`src/pkg/bor_ctl_pkg.sv`:
```
// Package for the brown-out reset control block.
// Assumes a single 100 MHz clock and no register bus.
package bor_ctl_pkg;

  // ----------------------------------------------------------------
  // Mode encodings
  // ----------------------------------------------------------------
  localparam logic [1:0] MODE_OFF = 2'h0;
  localparam logic [1:0] MODE_SW = 2'h1;

  // ----------------------------------------------------------------
  // Timing
  // ----------------------------------------------------------------
  localparam int unsigned CLK_PERIOD_NS = 10;
  // Power-up delay in microseconds; plain default, no figure given
  localparam int unsigned PWRT_DELAY_US = 64;
  localparam int unsigned PWRT_CYCLES =
    (PWRT_DELAY_US * 1000 + CLK_PERIOD_NS - 1) / CLK_PERIOD_NS;
  localparam int unsigned CNT_W = 16;
  localparam logic [CNT_W-1:0] CNT_RST = 16'h0000;

  // ----------------------------------------------------------------
  // Types
  // ----------------------------------------------------------------
  typedef enum logic [1:0] {
    BORC_IDLE,
    BORC_TRIP,
    BORC_DELAY
  } borc_state_t;

  typedef struct packed {
    borc_state_t state;
    logic [CNT_W-1:0] cnt;
    logic trip_s1;
    logic trip_s2;
    logic rdy_s1;
    logic rdy_s2;
    logic reset;
    logic ready;
    logic active;
  } borc_regs_t;

endpackage : bor_ctl_pkg

```
`src/borc_delay_cnt.sv`:
```
// Down counter that times the power-up delay.
// Assumes the caller loads it and watches done.
module borc_delay_cnt #(
  parameter int unsigned W = 16
) (
  input wire logic clk_in,
  input wire logic rst_n_in,
  input wire logic load_in,
  input wire logic [W-1:0] value_in,
  output logic done_out
);
  logic [W-1:0] cnt_ff;
  logic done_ff;

  always_ff @(posedge clk_in or negedge rst_n_in) begin
    if (!rst_n_in) begin
      cnt_ff <= '0;
      done_ff <= 1'b1;
    end else if (load_in) begin
      cnt_ff <= value_in;
      done_ff <= (value_in == '0);
    end else if (cnt_ff != '0) begin
      cnt_ff <= cnt_ff - 1'b1;
      done_ff <= (cnt_ff == {{(W-1){1'b0}}, 1'b1});
    end
  end

  assign done_out = done_ff;
endmodule : borc_delay_cnt

```
`src/borc_top.sv`:
```
// Brown-out reset control: mode select, ready flag, reset and delay.
// Assumes trip and ready inputs synchronous-clean levels from analog.
//
// Notes on behaviour
// - Mode 00 keeps protection off always
// - Start-up never waits for circuit ready
// - Mode 01 follows the software enable bit
// - Act on trips only once circuit ready
// - Ready flag mirrors circuit readiness, read-only
// - Sleep leaves protection state unchanged
// - Add power-up delay only when enable is 0
module borc_top #(
  parameter int unsigned PWRT_CYCLES = bor_ctl_pkg::PWRT_CYCLES
) (
  input wire logic clk_in,
  input wire logic rst_n_in,
  input wire logic [1:0] brownout_mode_cfg_in,
  input wire logic sw_brownout_enable_in,
  input wire logic powerup_timer_enable_in,
  input wire logic sleep_in,
  input wire logic circuit_ready_in,
  input wire logic supply_low_in,
  output logic brownout_ready_flag_out,
  output logic protect_active_out,
  output logic brownout_reset_out
);
  // ----------------------------------------------------------------
  // Reset release
  // ----------------------------------------------------------------
  logic [1:0] rst_sync_ff;
  logic rst_n;

  always_ff @(posedge clk_in or negedge rst_n_in) begin
    if (!rst_n_in) begin
      rst_sync_ff <= 2'h0;
    end else begin
      rst_sync_ff <= {rst_sync_ff[0], 1'b1};
    end
  end
  assign rst_n = rst_sync_ff[1];

  // ----------------------------------------------------------------
  // State
  // ----------------------------------------------------------------
  bor_ctl_pkg::borc_regs_t regs_ff;
  bor_ctl_pkg::borc_regs_t nxt_regs;
  logic enabled;
  logic dly_load;
  logic dly_done;

  // Sleep is deliberately not an input of this decode
  assign enabled = (brownout_mode_cfg_in == bor_ctl_pkg::MODE_SW) &&
                   sw_brownout_enable_in;

  borc_delay_cnt #(
    .W(bor_ctl_pkg::CNT_W)
  ) u_dly (
    .clk_in(clk_in),
    .rst_n_in(rst_n),
    .load_in(dly_load),
    .value_in(bor_ctl_pkg::CNT_W'(PWRT_CYCLES)),
    .done_out(dly_done)
  );

  always_comb begin
    nxt_regs = regs_ff;
    dly_load = 1'b0;
    nxt_regs.trip_s1 = supply_low_in;
    nxt_regs.trip_s2 = regs_ff.trip_s1;
    nxt_regs.rdy_s1 = circuit_ready_in;
    nxt_regs.rdy_s2 = regs_ff.rdy_s1;
    nxt_regs.ready = regs_ff.rdy_s2;
    // Protection arms on the third clock after the circuit is ready
    nxt_regs.active = enabled && regs_ff.rdy_s2;
    unique case (regs_ff.state)
      bor_ctl_pkg::BORC_IDLE: begin
        if (regs_ff.active && regs_ff.trip_s2) begin
          nxt_regs.state = bor_ctl_pkg::BORC_TRIP;
        end
      end
      bor_ctl_pkg::BORC_TRIP: begin
        if (!regs_ff.trip_s2 || !regs_ff.active) begin
          if (!powerup_timer_enable_in) begin
            nxt_regs.state = bor_ctl_pkg::BORC_DELAY;
            dly_load = 1'b1;
          end else begin
            nxt_regs.state = bor_ctl_pkg::BORC_IDLE;
          end
        end
      end
      bor_ctl_pkg::BORC_DELAY: begin
        // A new trip during the delay restarts the reset
        if (regs_ff.active && regs_ff.trip_s2) begin
          nxt_regs.state = bor_ctl_pkg::BORC_TRIP;
        end else if (dly_done) begin
          nxt_regs.state = bor_ctl_pkg::BORC_IDLE;
        end
      end
      default: nxt_regs.state = bor_ctl_pkg::BORC_IDLE;
    endcase
    // No wait on readiness out of reset: idle means reset released
    nxt_regs.reset = (nxt_regs.state != bor_ctl_pkg::BORC_IDLE);
    nxt_regs.cnt = bor_ctl_pkg::CNT_RST;
  end

  always_ff @(posedge clk_in or negedge rst_n) begin
    if (!rst_n) begin
      regs_ff <= '{state: bor_ctl_pkg::BORC_IDLE,
                   cnt: bor_ctl_pkg::CNT_RST, default: 1'b0};
    end else begin
      regs_ff <= nxt_regs;
    end
  end

  assign brownout_ready_flag_out = regs_ff.ready;
  assign protect_active_out = regs_ff.active;
  assign brownout_reset_out = regs_ff.reset;

  // ----------------------------------------------------------------
  // Checks
  // ----------------------------------------------------------------
  mode_off_a: assert property (@(posedge clk_in) disable iff (!rst_n)
    (brownout_mode_cfg_in == bor_ctl_pkg::MODE_OFF) ##1
    (brownout_mode_cfg_in == bor_ctl_pkg::MODE_OFF) |-> !protect_active_out)
    else $error("protection active in off mode");
  no_startup_wait_a: assert property (@(posedge clk_in)
    $rose(rst_n) |-> !brownout_reset_out [*3])
    else $error("start-up held by brown-out logic");
  sw_enable_a: assert property (@(posedge clk_in) disable iff (!rst_n)
    (enabled && regs_ff.rdy_s2) |=> protect_active_out)
    else $error("software enable not followed");
  ready_gate_a: assert property (@(posedge clk_in) disable iff (!rst_n)
    protect_active_out |-> $past(regs_ff.rdy_s2))
    else $error("protection active before ready");
  ready_flag_a: assert property (@(posedge clk_in) disable iff (!rst_n)
    circuit_ready_in ##1 circuit_ready_in ##1 circuit_ready_in
    |=> brownout_ready_flag_out)
    else $error("ready flag missed readiness");
  sleep_keep_a: assert property (@(posedge clk_in) disable iff (!rst_n)
    ($changed(sleep_in) && $stable(enabled) && $stable(regs_ff.rdy_s2)
     && $past(protect_active_out) == (enabled && regs_ff.rdy_s2))
    |=> $stable(protect_active_out))
    else $error("sleep changed protection");
  no_delay_a: assert property (@(posedge clk_in) disable iff (!rst_n)
    (regs_ff.state == bor_ctl_pkg::BORC_TRIP && !regs_ff.trip_s2 &&
     powerup_timer_enable_in) |=> !brownout_reset_out)
    else $error("delay added with timer off");
  pwrt_hold_a: assert property (@(posedge clk_in) disable iff (!rst_n)
    (regs_ff.state == bor_ctl_pkg::BORC_TRIP && !regs_ff.trip_s2 &&
     !powerup_timer_enable_in) |=> brownout_reset_out)
    else $error("power-up delay skipped");
  trip_reset_a: assert property (@(posedge clk_in) disable iff (!rst_n)
    (regs_ff.active && regs_ff.trip_s2) |=> brownout_reset_out)
    else $error("trip did not reset");
  trip_c: cover property (@(posedge clk_in) disable iff (!rst_n)
    $rose(brownout_reset_out));
  delay_c: cover property (@(posedge clk_in) disable iff (!rst_n)
    regs_ff.state == bor_ctl_pkg::BORC_DELAY ##1
    regs_ff.state == bor_ctl_pkg::BORC_IDLE);
  ready_c: cover property (@(posedge clk_in) disable iff (!rst_n)
    $rose(protect_active_out));
endmodule : borc_top
```
`config.mk`:
```
export PLATFORM = sky130hd
export DESIGN_NAME = borc_top
export DESIGN_NICKNAME = d
export VERILOG_FILES = /design/src/pkg/bor_ctl_pkg.sv /design/src/borc_delay_cnt.sv /design/src/borc_top.sv
export SDC_FILE = /design/constraint.sdc
export NUM_CORES = 1
export LEC_CHECK = 0
export ABC_AREA = 1
export ABC_CLOCK_PERIOD_IN_PS = 1100
export BUFFER_PORTS_ARGS = -buffer_cell sky130_fd_sc_hd__buf_4
export CORE_MARGIN = 2
export CORE_UTILIZATION = 25
export CTS_CLUSTER_SIZE = 20
export DETAILED_ROUTE_END_ITERATION = 7
export PLACE_DENSITY_LB_ADDON = 0.12
export REMOVE_ABC_BUFFERS = 1
export SLEW_MARGIN = 20
export SYNTH_ARGS = -nofsm -noshare
export SYNTH_HDL_FRONTEND = slang
export SYNTH_SLANG_ARGS = --single-unit
```
`constraint.sdc`:
```
create_clock -name clk_in -period 1.1 [get_ports clk_in]
set_input_delay 0.11 -clock clk_in [delete_from_list [all_inputs] [get_ports clk_in]]
set_output_delay 0.11 -clock clk_in [all_outputs]
set_load 0.02 [all_outputs]
```
## Yosys cells after proc, flatten, opt, wreduce, memory -nomap -nowiden

Cells that the tools add are included.

- Flip-flop bits (word level): 28
- Output and inout bits: 3
- Bits of input ports: 9
- Logic and storage cells: 39

- Equal/unequal tests: 4
- Reductions and logical operators: 10
- Multiplexer cells: 13
- Add/subtract/negate cells: 1

Operator list:

| operator | number |
|---|---|
| $mux 16 | 2 |
| $eq 16x1->1 const B | 1 |
| $reduce_bool 16->1 | 1 |
| $sub 16x1->16 const B | 1 |
| $mux 2 | 5 |
| $pmux 2 s3 | 1 |
| $mux 1 | 5 |
| $eq 2x1->1 const B | 2 |
| $reduce_bool 2->1 | 2 |
| $logic_and 1x1->1 | 3 |
| $eq 2x2->1 const B | 1 |
| $logic_not 1->1 | 2 |
| $logic_not 2->1 | 1 |
| $logic_or 1x1->1 | 1 |

## Logic depth before layout (Yosys ltp)

- Depth in word-level cells: 5
- Mapped depth: 9
- Depth with buffers taken out: 9

## Hierarchy

A second synthesis with hierarchy kept.

- Cells, all modules: 209
- Area, all modules: 1,581.5 um^2

Modules (own cells, without submodules):

| module | instances | sequential area each (um^2) | area an instance (um^2) | cells an instance |
|---|---|---|---|---|
| borc_delay_cnt | 1 | 426.7 | 1,224.9 | 181 |
| borc_top | 1 | 275.3 | 356.6 | 28 |

## Worst setup path before layout

Ideal clock, no wire load.

- Path kind: register -> register
- Start: register u_dly.cnt_ff[0]
- End: register u_dly.cnt_ff[1]
- Stages on the path, launching flop included: 9
- Library setup time: 0.083 ns
- Buffers on the path: 0
- Clock period less this slack: 1.374 ns
- Path slack: -0.274 ns
- Data arrival time: 1.291 ns
- Required time: 1.017 ns
- Path through: dfrtp_1 -> inv_1 -> ha_1 -> nand2_2 -> nor2_4 -> nand2_4 -> nor2_8 -> nand2_1 -> o21ai_0

- Longest elaborated chain between the ends: 3
- Elaborated cells on any way between the ends: 5
- Those cells by class: add/sub (1); mux (2); reduce/logical (2)

RTL lines:

| what | line | RTL |
|---|---|---|
| start: declaration | borc_delay_cnt.sv:12 | `logic [W-1:0] cnt_ff;` |
| start signal: assignment | borc_delay_cnt.sv:20 | `cnt_ff <= value_in;` |
| start signal: assignment | borc_delay_cnt.sv:23 | `cnt_ff <= cnt_ff - 1'b1;` |
| $sub 16x1->16 | borc_delay_cnt.sv:23 |  |
| $mux 16 | borc_delay_cnt.sv:22 | `end else if (cnt_ff != '0) begin` |
| $mux 16 | borc_delay_cnt.sv:19 | `end else if (load_in) begin` |

Parallel ways exist; a longest one is shown, timed or not. The select of a mux whose other input is x is not followed.
A chain may end at the register's enable or synchronous reset.

## Worst setup path after layout

- Start: register u_dly.cnt_ff[3]
- End: register u_dly.cnt_ff[2]

- Longest elaborated chain between the ends: 2

RTL lines:

| what | line |
|---|---|
| $reduce_bool 16->1 | borc_delay_cnt.sv:22 |
| $reduce_bool 2->1 (no line) | -- |

No other way between the ends.

==> impl_results.md <==
- DRT Pass-1 Iters: 4
- Largest area contributor in the netlist: dfrtp_1
- EDFF count, synth: 0
- Worst Path Buf+Inv: 2
- GR Util met3: 0.0172
- Power, Total: 3.48 mW
- Cell Chain, Critical Path: nor2_4, nand2_4, nor2_4, nand2_4, buf_4, nand4_1, inv_1
- Synth top cells by count: nand2_1 (44), dfrtp_1 (27), nor2_1 (26), inv_1 (20), nand3_1 (12)
- Top Usage Layer GRT: met2
- Area delta synth->final: 55.4%
- Net Sw Power: 1.13 mW
- DIE HEIGHT: 78.3 um
- Clock tree from TritonCTS: done
- Wire length per cell: 11.4 um
- Met1 usage: 0.151
- DP Area: 1760 um2
- Worst path top cell family by delay: simple AND/OR/NAND/NOR gates
- Synth Area in Compound Gates: 0.0417
- Largest net degree at the start of global routing: 20
- Ant diodes: 0
- Post-Syn Area: 1380 um2
- Most numerous cell in the Yosys netlist: nand2_1
- Largest family of logic cells by synthesized area: simple AND/OR/NAND/NOR gates
- Fill cell count: 554
- Status: complete, but fails checks
- CTS max path bufs: 2
- Initial Util: 0.255
- HP Class: in2reg
- Max FO, Critical Path: 8
- Failing checks: negative setup slack
- Top FF cell, synth: dfrtp_1
- Gr ovfl total: 0
- WS Path Type: reg2reg
- Share of the synthesized area in the top cell type: 0.490
- Worst Path Required: 1.28 ns
- Internal: 2.35 mW
- Vias post-DR: 1260
- Clock share of power: 0.236
- Simple-gate portion of the synthesized area: 0.370
- Die area: 6130 um2
- Post-Synth Adder-Cell Area: 0.0181
- Cells after Synth: 169
- Period utilisation layout: 1.24
- Total number of yosys warnings: 0
- Vias in the first global route: 1278
- Most area-consuming cells after synthesis: dfrtp_1 (49%), nand2_1 (12%), nor2_1 (7.1%)
- Logic gate share of total power: 0.338
- GPL Wtd Cong: 0.842
- DRC: 0
- Total CTS buffers: 3
- First-pass GRT wire length: 5850 um
- Met2 usage: 0.216
- Port bufs: 10
- Register area share after synthesis: 0.509
- Sequential Power Share: 0.426
- Cell variety after synth: 23
- Total global routing track utilization: 0.120
- CP max-delay cell: dfrtp_2
- Vias per cell: 4.21
- Max Cap Viol: 0
- Clk sinks: 28
- Tmin final: 1.36 ns
- Final Hold Fails: 0
- Rows: 27
- Critical path data arrival time: 1.54 ns
- # setup viols final: 19
- Die width: 78.3 um
- Max Slew Vio Count: 0
- Critical Path End Type: flop
- Post-Syn Area per Cell: 8.16 um2
- IR drop worst, VDD: 0.619 mV
- Initial antenna violation count: 0
- PwrDens: 1630 nW/um2
- Ys async rst share: 1.00
- Total Nets Final: 239
- Final ANT Viol Nets: 0
- Worst stage delay on the critical path: 0.45 ns
- Worst-Skew Late Latency: 0.27 ns
- RSZ-0062 raised after global routing: yes
- Clock slew seen by the registers of the worst setup and hold paths: 0.10 ns
- Final instance area: 2140 um2
- Share of cells above drive strength 1: 0.502
- Clock Root Buffer: clkbuf_8
- Setup Skew: 0.00281 ns
- Htree depth: 1
- I/O pins: 12
- Core area: 5410 um2
- Mux contribution to synthesized area: 0
- Post-synthesis register bit count: 28
- Fin worst setup slack: -0.260 ns
- Routed wire length: 3410 um
- Synth Area in XOR/XNOR: 0
- Net Sw Frac: 0.325
- DR iter-0 viols: 42
- Setup crit start kind: flop
- F_max: 735 MHz
- Post-place setup slack: -0.300 ns
- Post-DP HPWL: 2480 um
- Pleak: 1.00 nW
-- sequential cells by signal (all words and copies together), names as in the netlist --
signal	count
brownout_ready_flag_out	1
brownout_reset_out	1
regs_ff	3
rst_sync_ff	2
nxt_regs	3
u_dly.cnt_ff	16
u_dly.done_out	1
protect_active_out	1
-- final timing paths --
kind	from	to	slack (ns)	cells after the start
max	u_dly.cnt_ff[3]$_DFFE_PN0P_	u_dly.cnt_ff[2]$_DFFE_PN0P_	-0.26	7
max reg2reg	u_dly.cnt_ff[3]$_DFFE_PN0P_	u_dly.cnt_ff[2]$_DFFE_PN0P_	-0.26	7
max in group asynchronous	rst_sync_ff[1]$_DFF_PN0_	u_dly.done_out$_DFFE_PN1P_	0.59	1
min in group asynchronous	rst_n_in	rst_sync_ff[0]$_DFF_PN0_	0.14	2
min reg2reg	rst_sync_ff[1]$_DFF_PN0_	u_dly.cnt_ff[0]$_DFFE_PN0P_	0.17	1
min	sw_brownout_enable_in	protect_active_out$_DFF_PN0_	0.06	3
-- area by class of cell --
cell class	instances	area, um2	share of cell area
Multi-Input combinational cell	121	752	0.351
Sequential cell	28	708	0.330
Timing Repair Buffer	54	438	0.204
Tap cell	72	90.1	0.0420
Inverter	20	83.8	0.0391
Clock buffer	3	41.3	0.0193
Clock inverter	1	30.0	0.0140
-- placed cells by master, fill, tap and decap left out, types with 3 or more instances in the layout --
| cell | n |
|---|---|
| or2_2 | 3 |
| clkbuf_8 | 3 |
| buf_4 | 44 |
| o21ai_1 | 3 |
| nor2_4 | 12 |
| nand3_1 | 11 |
| dfrtp_1 | 22 |
| nor2_2 | 8 |
| nand2_1 | 31 |
| a21oi_1 | 6 |
| nand2_2 | 13 |
| nand2_4 | 3 |
| dfrtp_2 | 5 |
| buf_6 | 6 |
| dlygate4sd3_1 | 4 |
| nand4_1 | 5 |
| inv_2 | 4 |
| inv_1 | 13 |
| nor2_1 | 14 |
-- tightest hold or removal path, delay by kind of cell --
kind                   cells  cell delay [ns]
buffers and inverters      1             0.10
AND/OR/NAND/NOR            2             0.09
-- metal layers --
layer / vias up / share of wire
met5: - / 0
met4: 0 / 0.0047
met3: 2 / 0.018
met2: 9 / 0.55
met1: 599 / 0.43
li1: 650 / -
-- kinds of logic (layout without fill, tap and decap cells) --
kind of cell,Yosys count,count (layout)
AO/OA/AOI/OAI,11,11
buffers and inverters,21,78
AND/OR/NAND/NOR,106,107
adder cells (fa/ha/maj),2,2
other,1,1
flip-flops,28,28
-- stage by stage --
| stage | TNS [ns] | hold slack, ns | std cells | utilization |
|---|---|---|---|---|
| 2_1_floorplan | -4.40 | -0.186 | 168 | - |
| 6_report | -3.80 | 0.0592 | 299 | 0.397 |
| 4_1_cts | -3.65 | 0.0473 | 295 | 0.372 |
| 3_3_place_gp | -3.69 | -0.107 | 279 | 0.325 |
| 3_5_place_dp | -4.00 | -0.106 | 279 | 0.325 |
| 5_1_grt | -5.27 | 0.0669 | 299 | 0.397 |
-- timing repair --
item | CTS | global route
hold endpoints to repair | 5 | 0
gates resized for setup | 32 | 33
hold buffers | 4 | 0
setup endpoints to repair | 18 | 19
gates cloned | 1 | 0
buffers inserted | 9 | 4
pin swaps | 15 | 17
-- power by group through the flow --
stage               combinational [mW]  sequential (mW)  clock (mW)
CTS                               1.04             1.42       0.865
global route                      1.31             1.52       0.901
global placement                 0.829             1.41           0
floorplan                        0.443             1.41           0
detailed placement               0.832             1.41           0
finish                            1.18             1.48       0.822
(Power assumes the default switching activity.)
